--- src/verilog/cqm_pkg.sv ---
`default_nettype none
package cqm_pkg;
  localparam int unsigned DATA_W = 16;
  localparam int unsigned COEF_W = 18;
  localparam int unsigned COEF_FRAC = 16;
  // carrier modes
  localparam logic [1:0] MODE_OFF = 2'h0;
  localparam logic [1:0] MODE_HALF = 2'h1;
  localparam logic [1:0] MODE_QUARTER = 2'h2;
  localparam logic [1:0] MODE_EIGHTH = 2'h3;
  // 0.707 in q2.16
  localparam logic signed [17:0] COEF_ONE = 18'sh10000;
  localparam logic signed [17:0] COEF_HALF_SQRT2 = 18'sh0B505;
  localparam logic [2:0] PHASE_RST = 3'h0;
  // register offsets
  localparam logic [3:0] ADDR_CTRL = 4'h0;
  localparam logic [3:0] ADDR_STAT = 4'h4;
  localparam logic [31:0] CTRL_RST = 32'h0000_0000;
  localparam int unsigned CTRL_MODE_LSB = 0;
  localparam int unsigned CTRL_NEG_BIT = 2;
  localparam int unsigned CTRL_CPLX_BIT = 3;
  typedef struct packed {
    logic signed [15:0] re;
    logic signed [15:0] im;
  } cqm_sample_t;
endpackage : cqm_pkg
`default_nettype wire

--- src/verilog/cqm_modulator.sv ---
// The address map and the Avalon-MM register port were chosen for this implementation.
`timescale 1ns/1ps
`default_nettype none
// How it works
// - cosine and sine carriers are the same table read 90 degrees apart
// - complex mixing only at quarter or eighth rate; half rate falls back to real
// - negative-rotation bit flips the sign of the sine term
// - in complex mode both outputs rotate from either or both inputs; in real mode each output takes only its own input
// - complex bit couples both channels into one complex mixer at quarter or eighth rate only
// - quarter-rate carrier walks 0, +1, 0, -1
// - half-rate carrier alternates +1, -1, real mixing only
module cqm_modulator (
  // clock, reset, enable
  input wire logic sys_clk_in,
  input wire logic rstn_in,
  input wire logic clk_en_in,
  // avalon-mm slave
  input wire logic [3:0] avs_address_in,
  input wire logic avs_read_in,
  input wire logic avs_write_in,
  input wire logic [31:0] avs_writedata_in,
  output logic [31:0] avs_readdata_out,
  output logic avs_waitrequest_out,
  // sample stream
  input wire cqm_pkg::cqm_sample_t sample_in,
  output cqm_pkg::cqm_sample_t sample_out,
  output logic overrange_out
);
  typedef enum logic [1:0] {
    CQM_IDLE = 2'b01,
    CQM_DONE = 2'b10
  } cqm_bus_t;

  cqm_bus_t bus_q;
  logic [31:0] ctrl_q;
  logic [31:0] rdata_q;
  logic [2:0] phase_q;
  logic ovr_sticky_q;
  cqm_pkg::cqm_sample_t out_q;
  logic ovr_q;

  wire logic [1:0] mode = ctrl_q[cqm_pkg::CTRL_MODE_LSB +: 2];
  wire logic neg_rot = ctrl_q[cqm_pkg::CTRL_NEG_BIT];
  wire logic cplx_req = ctrl_q[cqm_pkg::CTRL_CPLX_BIT];
  wire logic cplx_on = cplx_req && (mode == cqm_pkg::MODE_QUARTER ||
                                    mode == cqm_pkg::MODE_EIGHTH);
  wire logic req = avs_read_in || avs_write_in;
  wire logic hit_ctrl = avs_address_in == cqm_pkg::ADDR_CTRL;
  wire logic hit_stat = avs_address_in == cqm_pkg::ADDR_STAT;
  // writes land on the answer edge, the one at which waitrequest is low
  wire logic wr_ctrl = clk_en_in && avs_write_in && hit_ctrl && bus_q == CQM_DONE;
  wire logic clr_stat = clk_en_in && avs_write_in && hit_stat && bus_q == CQM_DONE;
  wire logic [31:0] rd_mux = hit_ctrl ? ctrl_q :
                             hit_stat ? {29'h0, cplx_on, ovr_sticky_q, ovr_q} : 32'h0;

  // sine table over eight phases; cosine is the sine two steps ahead
  function automatic logic signed [17:0] sin8(input logic [2:0] p);
    unique case (p)
      3'h0, 3'h4: sin8 = 18'sh0;
      3'h1, 3'h3: sin8 = cqm_pkg::COEF_HALF_SQRT2;
      3'h2: sin8 = cqm_pkg::COEF_ONE;
      3'h5, 3'h7: sin8 = -cqm_pkg::COEF_HALF_SQRT2;
      3'h6: sin8 = -cqm_pkg::COEF_ONE;
    endcase
  endfunction : sin8

  // eighth rate steps one phase, quarter rate two, giving 0,+1,0,-1
  wire logic [2:0] step = (mode == cqm_pkg::MODE_EIGHTH) ? 3'h1 : 3'h2;
  wire logic signed [17:0] sin_raw = sin8(phase_q);
  wire logic signed [17:0] cos_raw = sin8(3'(phase_q + 3'h2));
  // half rate alternates +1,-1 on the cosine path only
  wire logic signed [17:0] half_c = phase_q[2] ? -cqm_pkg::COEF_ONE : cqm_pkg::COEF_ONE;
  wire logic signed [17:0] cos_c = (mode == cqm_pkg::MODE_OFF) ? cqm_pkg::COEF_ONE :
                                   (mode == cqm_pkg::MODE_HALF) ? half_c : cos_raw;
  wire logic signed [17:0] sin_c = neg_rot ? -sin_raw : sin_raw;
  wire logic signed [15:0] xi = sample_in.re;
  wire logic signed [15:0] xq = sample_in.im;
  wire logic signed [35:0] p_ic = 36'(xi * cos_c);
  wire logic signed [35:0] p_qc = 36'(xq * cos_c);
  wire logic signed [35:0] p_is = 36'(xi * sin_c);
  wire logic signed [35:0] p_qs = 36'(xq * sin_c);
  // complex: couple both paths; real: each channel mixed by its own cosine
  wire logic signed [36:0] acc_re = cplx_on ? 37'(p_ic - p_qs) : 37'(p_ic);
  wire logic signed [36:0] acc_im = cplx_on ? 37'(p_is + p_qc) : 37'(p_qc);
  wire logic signed [20:0] sh_re = acc_re[36:16];
  wire logic signed [20:0] sh_im = acc_im[36:16];

  function automatic logic [16:0] sat16(input logic signed [20:0] v);
    if (v > 21'sd32767) begin
      sat16 = {1'b1, 16'h7FFF};
    end else if (v < -21'sd32768) begin
      sat16 = {1'b1, 16'h8000};
    end else begin
      sat16 = {1'b0, v[15:0]};
    end
  endfunction : sat16

  wire logic [16:0] s_re = sat16(sh_re);
  wire logic [16:0] s_im = sat16(sh_im);
  wire logic ovr_now = s_re[16] | s_im[16];

  always_ff @(posedge sys_clk_in or negedge rstn_in) begin
    if (!rstn_in) begin
      phase_q <= cqm_pkg::PHASE_RST;
      out_q <= '0;
      ovr_q <= 1'b0;
    end else if (clk_en_in) begin
      // a control write restarts the carrier so quarter rate never lands on odd phases
      if (wr_ctrl) begin
        phase_q <= cqm_pkg::PHASE_RST;
      end else begin
        phase_q <= (mode == cqm_pkg::MODE_HALF) ? 3'(phase_q + 3'h4) : 3'(phase_q + step);
      end
      out_q.re <= s_re[15:0];
      out_q.im <= s_im[15:0];
      ovr_q <= ovr_now;
    end
  end

  always_ff @(posedge sys_clk_in or negedge rstn_in) begin
    if (!rstn_in) begin
      ctrl_q <= cqm_pkg::CTRL_RST;
      ovr_sticky_q <= 1'b0;
      bus_q <= CQM_IDLE;
      rdata_q <= 32'h0;
    end else if (clk_en_in) begin
      if (wr_ctrl) begin
        ctrl_q <= {28'h0, avs_writedata_in[3:0]};
      end
      // set wins over clear
      if (ovr_now) begin
        ovr_sticky_q <= 1'b1;
      end else if (clr_stat && avs_writedata_in[1]) begin
        ovr_sticky_q <= 1'b0;
      end
      unique case (bus_q)
        CQM_IDLE: if (req) begin
          bus_q <= CQM_DONE;
          rdata_q <= rd_mux;
        end
        CQM_DONE: bus_q <= CQM_IDLE;
      endcase
    end
  end

  assign sample_out = out_q;
  assign overrange_out = ovr_q;
  assign avs_readdata_out = rdata_q;
  assign avs_waitrequest_out = !(bus_q == CQM_DONE);

  localparam logic signed [17:0] COEF_ONE_S = cqm_pkg::COEF_ONE;

  quarter_seq_a: assert property (@(posedge sys_clk_in) disable iff (!rstn_in)
    (clk_en_in && !wr_ctrl && mode == cqm_pkg::MODE_QUARTER && $stable(mode)) |=>
    (phase_q == 3'($past(phase_q) + 3'h2)))
    else $error("quarter carrier step wrong");
  half_alt_a: assert property (@(posedge sys_clk_in) disable iff (!rstn_in)
    (mode == cqm_pkg::MODE_HALF) |-> (cos_c == COEF_ONE_S || cos_c == -COEF_ONE_S))
    else $error("half carrier not +-1");
  quad_pair_a: assert property (@(posedge sys_clk_in) disable iff (!rstn_in)
    (cos_raw == 18'sh0) |-> (sin_raw != 18'sh0))
    else $error("carriers not in quadrature");
  no_half_cplx_a: assert property (@(posedge sys_clk_in) disable iff (!rstn_in)
    (mode == cqm_pkg::MODE_HALF || mode == cqm_pkg::MODE_OFF) |-> !cplx_on)
    else $error("complex mix at illegal rate");
  sine_sign_a: assert property (@(posedge sys_clk_in) disable iff (!rstn_in)
    neg_rot |-> (sin_c == -sin_raw))
    else $error("sine sign not flipped");
  sat_out_a: assert property (@(posedge sys_clk_in) disable iff (!rstn_in)
    (clk_en_in && sh_re > 21'sd32767) |=> (sample_out.re == 16'h7FFF && overrange_out))
    else $error("real output not saturated");
  coupled_mix_a: assert property (@(posedge sys_clk_in) disable iff (!rstn_in)
    (clk_en_in && cplx_on && xi == 16'sh0 && !ovr_now) |=>
    (sample_out.re == $past(s_re[15:0]) && sample_out.im == $past(s_im[15:0])))
    else $error("imaginary-only input lost");
  cplx_bit_a: assert property (@(posedge sys_clk_in) disable iff (!rstn_in)
    !cplx_req |-> (acc_re == 37'(p_ic)))
    else $error("paths coupled while complex off");
  mix_eq_a: assert property (@(posedge sys_clk_in) disable iff (!rstn_in)
    cplx_on |-> (acc_im == 37'(p_is + p_qc)))
    else $error("imaginary mix equation wrong");
  bus_ans_a: assert property (@(posedge sys_clk_in) disable iff (!rstn_in)
    (clk_en_in && req && bus_q == CQM_IDLE) |=> !avs_waitrequest_out)
    else $error("bus answer late");

  // clock enable low holds every register
  freeze_state_a: assert property (@(posedge sys_clk_in) disable iff (!rstn_in)
    !clk_en_in |=> ($stable(phase_q) && $stable(ctrl_q) && $stable(ovr_sticky_q)))
    else $error("state moved with enable low");

  freeze_out_a: assert property (@(posedge sys_clk_in) disable iff (!rstn_in)
    !clk_en_in |=> ($stable(sample_out) && $stable(overrange_out)))
    else $error("outputs moved with enable low");

  // carrier generation
  phase_rst_a: assert property (@(posedge sys_clk_in) disable iff (!rstn_in)
    wr_ctrl |=> (phase_q == cqm_pkg::PHASE_RST))
    else $error("carrier not restarted by control write");

  quarter_even_a: assert property (@(posedge sys_clk_in) disable iff (!rstn_in)
    (mode == cqm_pkg::MODE_QUARTER) |->
    (!phase_q[0] && ((cos_raw == 18'sh0) != (sin_raw == 18'sh0))))
    else $error("quarter carrier off its four points");

  quarter_unit_a: assert property (@(posedge sys_clk_in) disable iff (!rstn_in)
    (mode == cqm_pkg::MODE_QUARTER) |->
    (sin_raw == 18'sh0 || sin_raw == COEF_ONE_S || sin_raw == -COEF_ONE_S))
    else $error("quarter carrier value not 0 or 1");

  eighth_step_a: assert property (@(posedge sys_clk_in) disable iff (!rstn_in)
    (clk_en_in && mode == cqm_pkg::MODE_EIGHTH && !wr_ctrl) |=>
    (phase_q == 3'($past(phase_q) + 3'h1)))
    else $error("eighth carrier step wrong");

  half_flip_a: assert property (@(posedge sys_clk_in) disable iff (!rstn_in)
    (clk_en_in && mode == cqm_pkg::MODE_HALF && !wr_ctrl) |=>
    (half_c == -$past(half_c)))
    else $error("half carrier did not alternate");

  quad_peak_a: assert property (@(posedge sys_clk_in) disable iff (!rstn_in)
    (sin_raw == COEF_ONE_S || sin_raw == -COEF_ONE_S) |-> (cos_raw == 18'sh0))
    else $error("cosine not zero at sine peak");

  // mixer
  off_pass_a: assert property (@(posedge sys_clk_in) disable iff (!rstn_in)
    (clk_en_in && mode == cqm_pkg::MODE_OFF) |=> (sample_out == $past(sample_in)))
    else $error("carrier off does not pass data");

  real_split_a: assert property (@(posedge sys_clk_in) disable iff (!rstn_in)
    (clk_en_in && !cplx_on && xi == 16'sh0) |=> (sample_out.re == 16'sh0))
    else $error("real mode couples channels");

  imag_reach_a: assert property (@(posedge sys_clk_in) disable iff (!rstn_in)
    (clk_en_in && cplx_on && xi == 16'sh0 && (xq > 16'sd3 || xq < -16'sd3) &&
    sin_c != 18'sh0) |=> (sample_out.re != 16'sh0))
    else $error("imaginary input missing from real output");

  real_reach_a: assert property (@(posedge sys_clk_in) disable iff (!rstn_in)
    (clk_en_in && cplx_on && xq == 16'sh0 && (xi > 16'sd3 || xi < -16'sd3) &&
    sin_c != 18'sh0) |=> (sample_out.im != 16'sh0))
    else $error("real input missing from imaginary output");

  rot_neg_a: assert property (@(posedge sys_clk_in) disable iff (!rstn_in)
    (clk_en_in && cplx_on && neg_rot && xq == 16'sh0 && xi > 16'sd3 &&
    sin_raw > 18'sh0) |=> (sample_out.im < 16'sh0))
    else $error("negative rotation has wrong sine sign");

  rot_pos_a: assert property (@(posedge sys_clk_in) disable iff (!rstn_in)
    (clk_en_in && cplx_on && !neg_rot && xq == 16'sh0 && xi > 16'sd3 &&
    sin_raw > 18'sh0) |=> (sample_out.im > 16'sh0))
    else $error("positive rotation has wrong sine sign");

  sat_low_a: assert property (@(posedge sys_clk_in) disable iff (!rstn_in)
    (clk_en_in && sh_im < -21'sd32768) |=>
    (sample_out.im == 16'sh8000 && overrange_out))
    else $error("imaginary output not saturated low");

  ovr_pin_a: assert property (@(posedge sys_clk_in) disable iff (!rstn_in)
    (clk_en_in && ovr_now) |=> (overrange_out && ovr_sticky_q))
    else $error("overrange not flagged");

  no_ovr_a: assert property (@(posedge sys_clk_in) disable iff (!rstn_in)
    (clk_en_in && !ovr_now) |=> !overrange_out)
    else $error("overrange flagged without cause");

  // status and bus
  sticky_keep_a: assert property (@(posedge sys_clk_in) disable iff (!rstn_in)
    (clk_en_in && ovr_sticky_q && !clr_stat) |=> ovr_sticky_q)
    else $error("sticky overrange lost");

  sticky_clr_a: assert property (@(posedge sys_clk_in) disable iff (!rstn_in)
    (clr_stat && avs_writedata_in[1] && !ovr_now) |=> !ovr_sticky_q)
    else $error("sticky overrange not cleared");

  wait_pulse_a: assert property (@(posedge sys_clk_in) disable iff (!rstn_in)
    (clk_en_in && !avs_waitrequest_out) |=> avs_waitrequest_out)
    else $error("answer longer than one cycle");

  rd_ctrl_a: assert property (@(posedge sys_clk_in) disable iff (!rstn_in)
    (clk_en_in && avs_read_in && hit_ctrl && bus_q == CQM_IDLE) |=>
    (avs_readdata_out == $past(ctrl_q)))
    else $error("control read data wrong");

  rd_stat_a: assert property (@(posedge sys_clk_in) disable iff (!rstn_in)
    (clk_en_in && avs_read_in && hit_stat && bus_q == CQM_IDLE) |=>
    (avs_readdata_out[2:0] == $past({cplx_on, ovr_sticky_q, ovr_q})))
    else $error("status read data wrong");

  ctrl_wr_a: assert property (@(posedge sys_clk_in) disable iff (!rstn_in)
    wr_ctrl |=> (ctrl_q[3:0] == $past(avs_writedata_in[3:0])))
    else $error("control write lost");

  ctrl_top_a: assert property (@(posedge sys_clk_in) disable iff (!rstn_in)
    ctrl_q[31:4] == 28'h0)
    else $error("unused control bits set");

  cplx_q4_c: cover property (@(posedge sys_clk_in) cplx_on && mode == cqm_pkg::MODE_QUARTER);
  cplx_q8_c: cover property (@(posedge sys_clk_in) cplx_on && mode == cqm_pkg::MODE_EIGHTH && neg_rot);
  ovr_c: cover property (@(posedge sys_clk_in) ovr_now);
  half_cplx_c: cover property (@(posedge sys_clk_in) mode == cqm_pkg::MODE_HALF && cplx_req);
  freeze_c: cover property (@(posedge sys_clk_in) !clk_en_in && mode == cqm_pkg::MODE_QUARTER);
endmodule : cqm_modulator
`default_nettype wire

--- config.mk ---
export PLATFORM = sky130hd
export DESIGN_NAME = cqm_modulator
export DESIGN_NICKNAME = d
export VERILOG_FILES = /design/src/verilog/cqm_pkg.sv /design/src/verilog/cqm_modulator.sv
export SDC_FILE = /design/constraint.sdc
export NUM_CORES = 2
export LEC_CHECK = 0
export ABC_AREA = 1
export BUFFER_PORTS_ARGS = -buffer_cell sky130_fd_sc_hd__clkbuf_2
export CAP_MARGIN = 40
export CORE_MARGIN = 1.5
export CORE_UTILIZATION = 54
export DETAILED_ROUTE_END_ITERATION = 12
export GPL_TIMING_DRIVEN = 0
export PLACE_DENSITY = 0.71
export SLEW_MARGIN = 20
export SYNTH_ARGS = -nofsm -noshare
export SYNTH_HDL_FRONTEND = slang
export SYNTH_SLANG_ARGS = --single-unit
--- constraint.sdc ---
create_clock -name sys_clk_in -period 13.85 [get_ports sys_clk_in]
set_input_delay 4.155 -clock sys_clk_in [delete_from_list [all_inputs] [get_ports sys_clk_in]]
set_output_delay 4.155 -clock sys_clk_in [all_outputs]
set_load 0.005 [all_outputs]
==> summary.txt <==
Timing
  • Tightest slew margin relative to the limit: 0.369
  • Clock period minus final worst setup slack: 14290 ps
  • Pin slew with the least headroom to its limit: 947 ps
  • Total count of hold-check failures in the final report: 0
  • Final number of max-transition violations: 0
  • Clock Skews: 19.2 ps
  • Number of failing setup endpoints in the final timing report: 18
  • Total Negative Setup Slacks: -7340 ps
  • RSZ-0062 raised after global routing: yes
  • Highest achievable clock rate: 70.0 MHz
  • Share of the clock period used by the worst path: 1.03
  • Setup slack after layout: -444 ps

Worst setup path
  • Cell with the largest stage delay on the worst path: fa_1
  • Dominant cell type by count on the critical path: fa_1
  • Crit path capture type: flop
  • Max FO, Critical Path: 5
  • Nature of the critical path startpoint: primary input
  • Delay of the slowest cell on the worst path: 600 ps
  • Setup Crit Path Kind: primary input to flop
  • Worst endpoint data arrival time: 14540 ps
  • Data required time of the critical path: 14090 ps

Logic synthesis
  • Synthesized flop and latch total: 47
  • Most numerous cell in the Yosys netlist: inv_1
  • Post-synthesis cell count: 4724
  • Count of cell types in the netlist: 50
  • Sequential-to-total area share from yosys stat: 0.0281
  • Dominant synthesized flop cell: dfrtp_1
  • Top cells by count, synth: inv_1 (1466), fa_1 (1123), nand2_1 (576)
  • Synth area leaders: fa_1 (54%), inv_1 (13%), ha_1 (11%)
  • Library cell with the largest summed area after synthesis: fa_1
  • Number of enable flip-flop cells after synthesis: 0
  • Post-synthesis instance area: 42000 sq um
  • Proportion of netlist area held by the largest area contributor: 0.536
  • Mean instance size in the synthesized netlist: 8.88 sq um
  • Share of flip-flops with an asynchronous set or reset after synthesis: 1.00
  • Syn. warnings: 0

Global routing
  • First-pass GRT wire length: 194000 um
  • Vias in the first global route: 35000
  • Number of antenna violations at the first check in global routing: 4
  • Maximum number of pins on one net before global-route repair: 41
  • Global Route Usage Sum: 0.331
  • Residual overflow from global routing: 0

CTS
  • Post-CTS Hold Fix Bufs: 0
  • Root buffer cell: clkbuf_16
  • TritonCTS clock tree: built
  • CTS Buf Count: 5
  • Worst-skew pair later-pin latency: 370 ps
  • Maximum buffer depth of the clock tree: 2
  • CTS H-tree depth: 2
  • Reg clk slew, reported paths: 70 ps
  • Clk sink count: 47

Layout
  • Number of antenna diodes: 0
  • Net count of the finished layout: 6650
  • Syn-to-layout area delta: 18.3%
  • Layout cells sized above 1: 0.190

Drt
  • Routed length per placed instance: 20.9 um
  • Total number of vias: 33000
  • Routed wire length: 128000 um
  • Post-route DRC violation count: 0
  • Number of DRC violations after detailed-routing iteration 0: 2580
  • Vias per cell: 5.38
  • Iteration count of the initial detailed-routing pass: 6
  • Post-detailed-route count of antenna-violating nets: 0

Place
  • HPWL reported at the end of detailed placement: 108000 um
  • IO Port Bufs: 80
  • Final RePlAce weighted congestion: 1.01

Floorplanning
  • Area inside the core boundary: 77200 sq um
  • Number of standard-cell rows in the floorplan: 102
  • Die height: 282 um
  • Die footprint: 79400 sq um
  • Number of top-level pins: 139
  • Starting utilization of the core area: 0.543
  • Die width: 282 um

Status
  • Status: complete, but fails checks
  • Violations in the final reports: negative setup slack

Min path
  • Hold/Removal Path Class: flop to flop

Job
  • Number of max-cap violations: 0
## flip-flops by register name (all words and copies together) (netlist names)
signal and count:
sample_out 32, avs_readdata_out 4, ctrl_q 4, phase_q 3, overrange_out 1, bus_q 2, ovr_sticky_q 1
## layer usage
metal / global-route usage / vias to the layer above / share of wire
li1: - / 14400 / -
met1: 0.424 / 16700 / 0.37
met2: 0.531 / 1544 / 0.47
met3: 0.0914 / 333 / 0.10
met4: 0.143 / 10 / 0.052
met5: 0 / - / 0.0014
## repair_timing
action / 4_1_cts / 5_1_grt
setup endpoints to repair: 34 / 34
cloned: 0 / 3
pin swaps: 113 / 131
resized for setup: 535 / 297
setup buffers: 166 / 74
## area by class of cell
class / instances / area [sq um]
multi-input combinational: 3154 / 38000
fill: 6202 / 27600
inverter: 1474 / 5650
timing repair buffer: 331 / 2860
tap: 1040 / 1300
sequential: 47 / 1180
buffer: 75 / 447
clock buffer: 5 / 125
clock inverter: 3 / 22.5
## critical path: cells and delay by family
| family | cells | cell delay (ps) |
|---|---|---|
| buffers and inverters | 14 | 1410 |
| and+or+nand+nor | 13 | 1330 |
| adders and majority gates | 13 | 6280 |
| AOI/OAI and AO/OA | 10 | 1330 |
## metrics by stage
step                      hold WS [ps]  std cells  area, sq um   util  worst slack (ps)
after floorplan                    450       4751        42100      -              53.6
after global placement             463       5871        43800  0.567             -2140
after detailed placement           473       5877        43900  0.568             -2150
after CTS                          485       6050        47600  0.617             -26.4
after global routing               512       6129        49600  0.643              -725
final                              479       6129        49600  0.643              -444
## kinds of logic after synthesis
group                    share of synthesized area
flip-flops                                  0.0281
XOR/XNOR                                    0.0202
AO/OA/AOI/OAI                               0.0513
adder cells (fa/ha/maj)                      0.645
buffers and inverters                        0.142
other                                    0.0000894
AND/OR/NAND/NOR                              0.113
## final timing paths
| kind | startpoint | to | slack [ps] | depth (start not counted) |
|---|---|---|---|---|
| max reg2reg | phase_q[1]$_DFFE_PN0P_ | sample_out[26]$_DFFE_PN0P_ | 490 | 52 |
| max | sample_in[18] | sample_out[26]$_DFFE_PN0P_ | -440 | 50 |
| min reg2reg | bus_q[0]$_DFFE_PN1P_ | bus_q[0]$_DFFE_PN1P_ | 480 | 2 |
| min in group asynchronous | rstn_in | sample_out[4]$_DFFE_PN0P_ | 3650 | 1 |
| min | bus_q[0]$_DFFE_PN1P_ | bus_q[0]$_DFFE_PN1P_ | 480 | 2 |
| max in group asynchronous | rstn_in | bus_q[0]$_DFFE_PN1P_ | 9650 | 2 |
## placed cells by master, fill, tap and decap left out, types with 12 or more instances in the layout
master / synthesis / final
nor2_1: 401 / 295
buf_6: 2 / 22
inv_1: 1466 / 1390
buf_4: 30 / 237
nand3_1: 100 / 86
clkbuf_1: 33 / 28
a21oi_1: 162 / 100
a21oi_2: 10 / 56
ha_4: 0 / 73
nor2_4: 0 / 61
nand3_2: 1 / 13
fa_2: 0 / 32
nand2_4: 1 / 28
a21o_1: 19 / 19
dfrtp_1: 46 / 46
nor2_2: 1 / 46
xor2_1: 55 / 37
conb_1: 1 / 28
ha_1: 366 / 289
buf_12: 0 / 16
clkinvlp_4: 0 / 27
fa_1: 1123 / 1091
nand2_1: 576 / 490
clkbuf_2: 0 / 58
o211ai_1: 13 / 13
a21oi_4: 1 / 17
o21ai_0: 102 / 70
nand2_2: 19 / 78
xnor2_1: 40 / 32
o21ai_1: 7 / 22
o21bai_1: 17 / 12
inv_2: 6 / 51
Power is not shown: default switching activity piles up to over one toggle a cycle in this logic, so the estimate is an artifact.
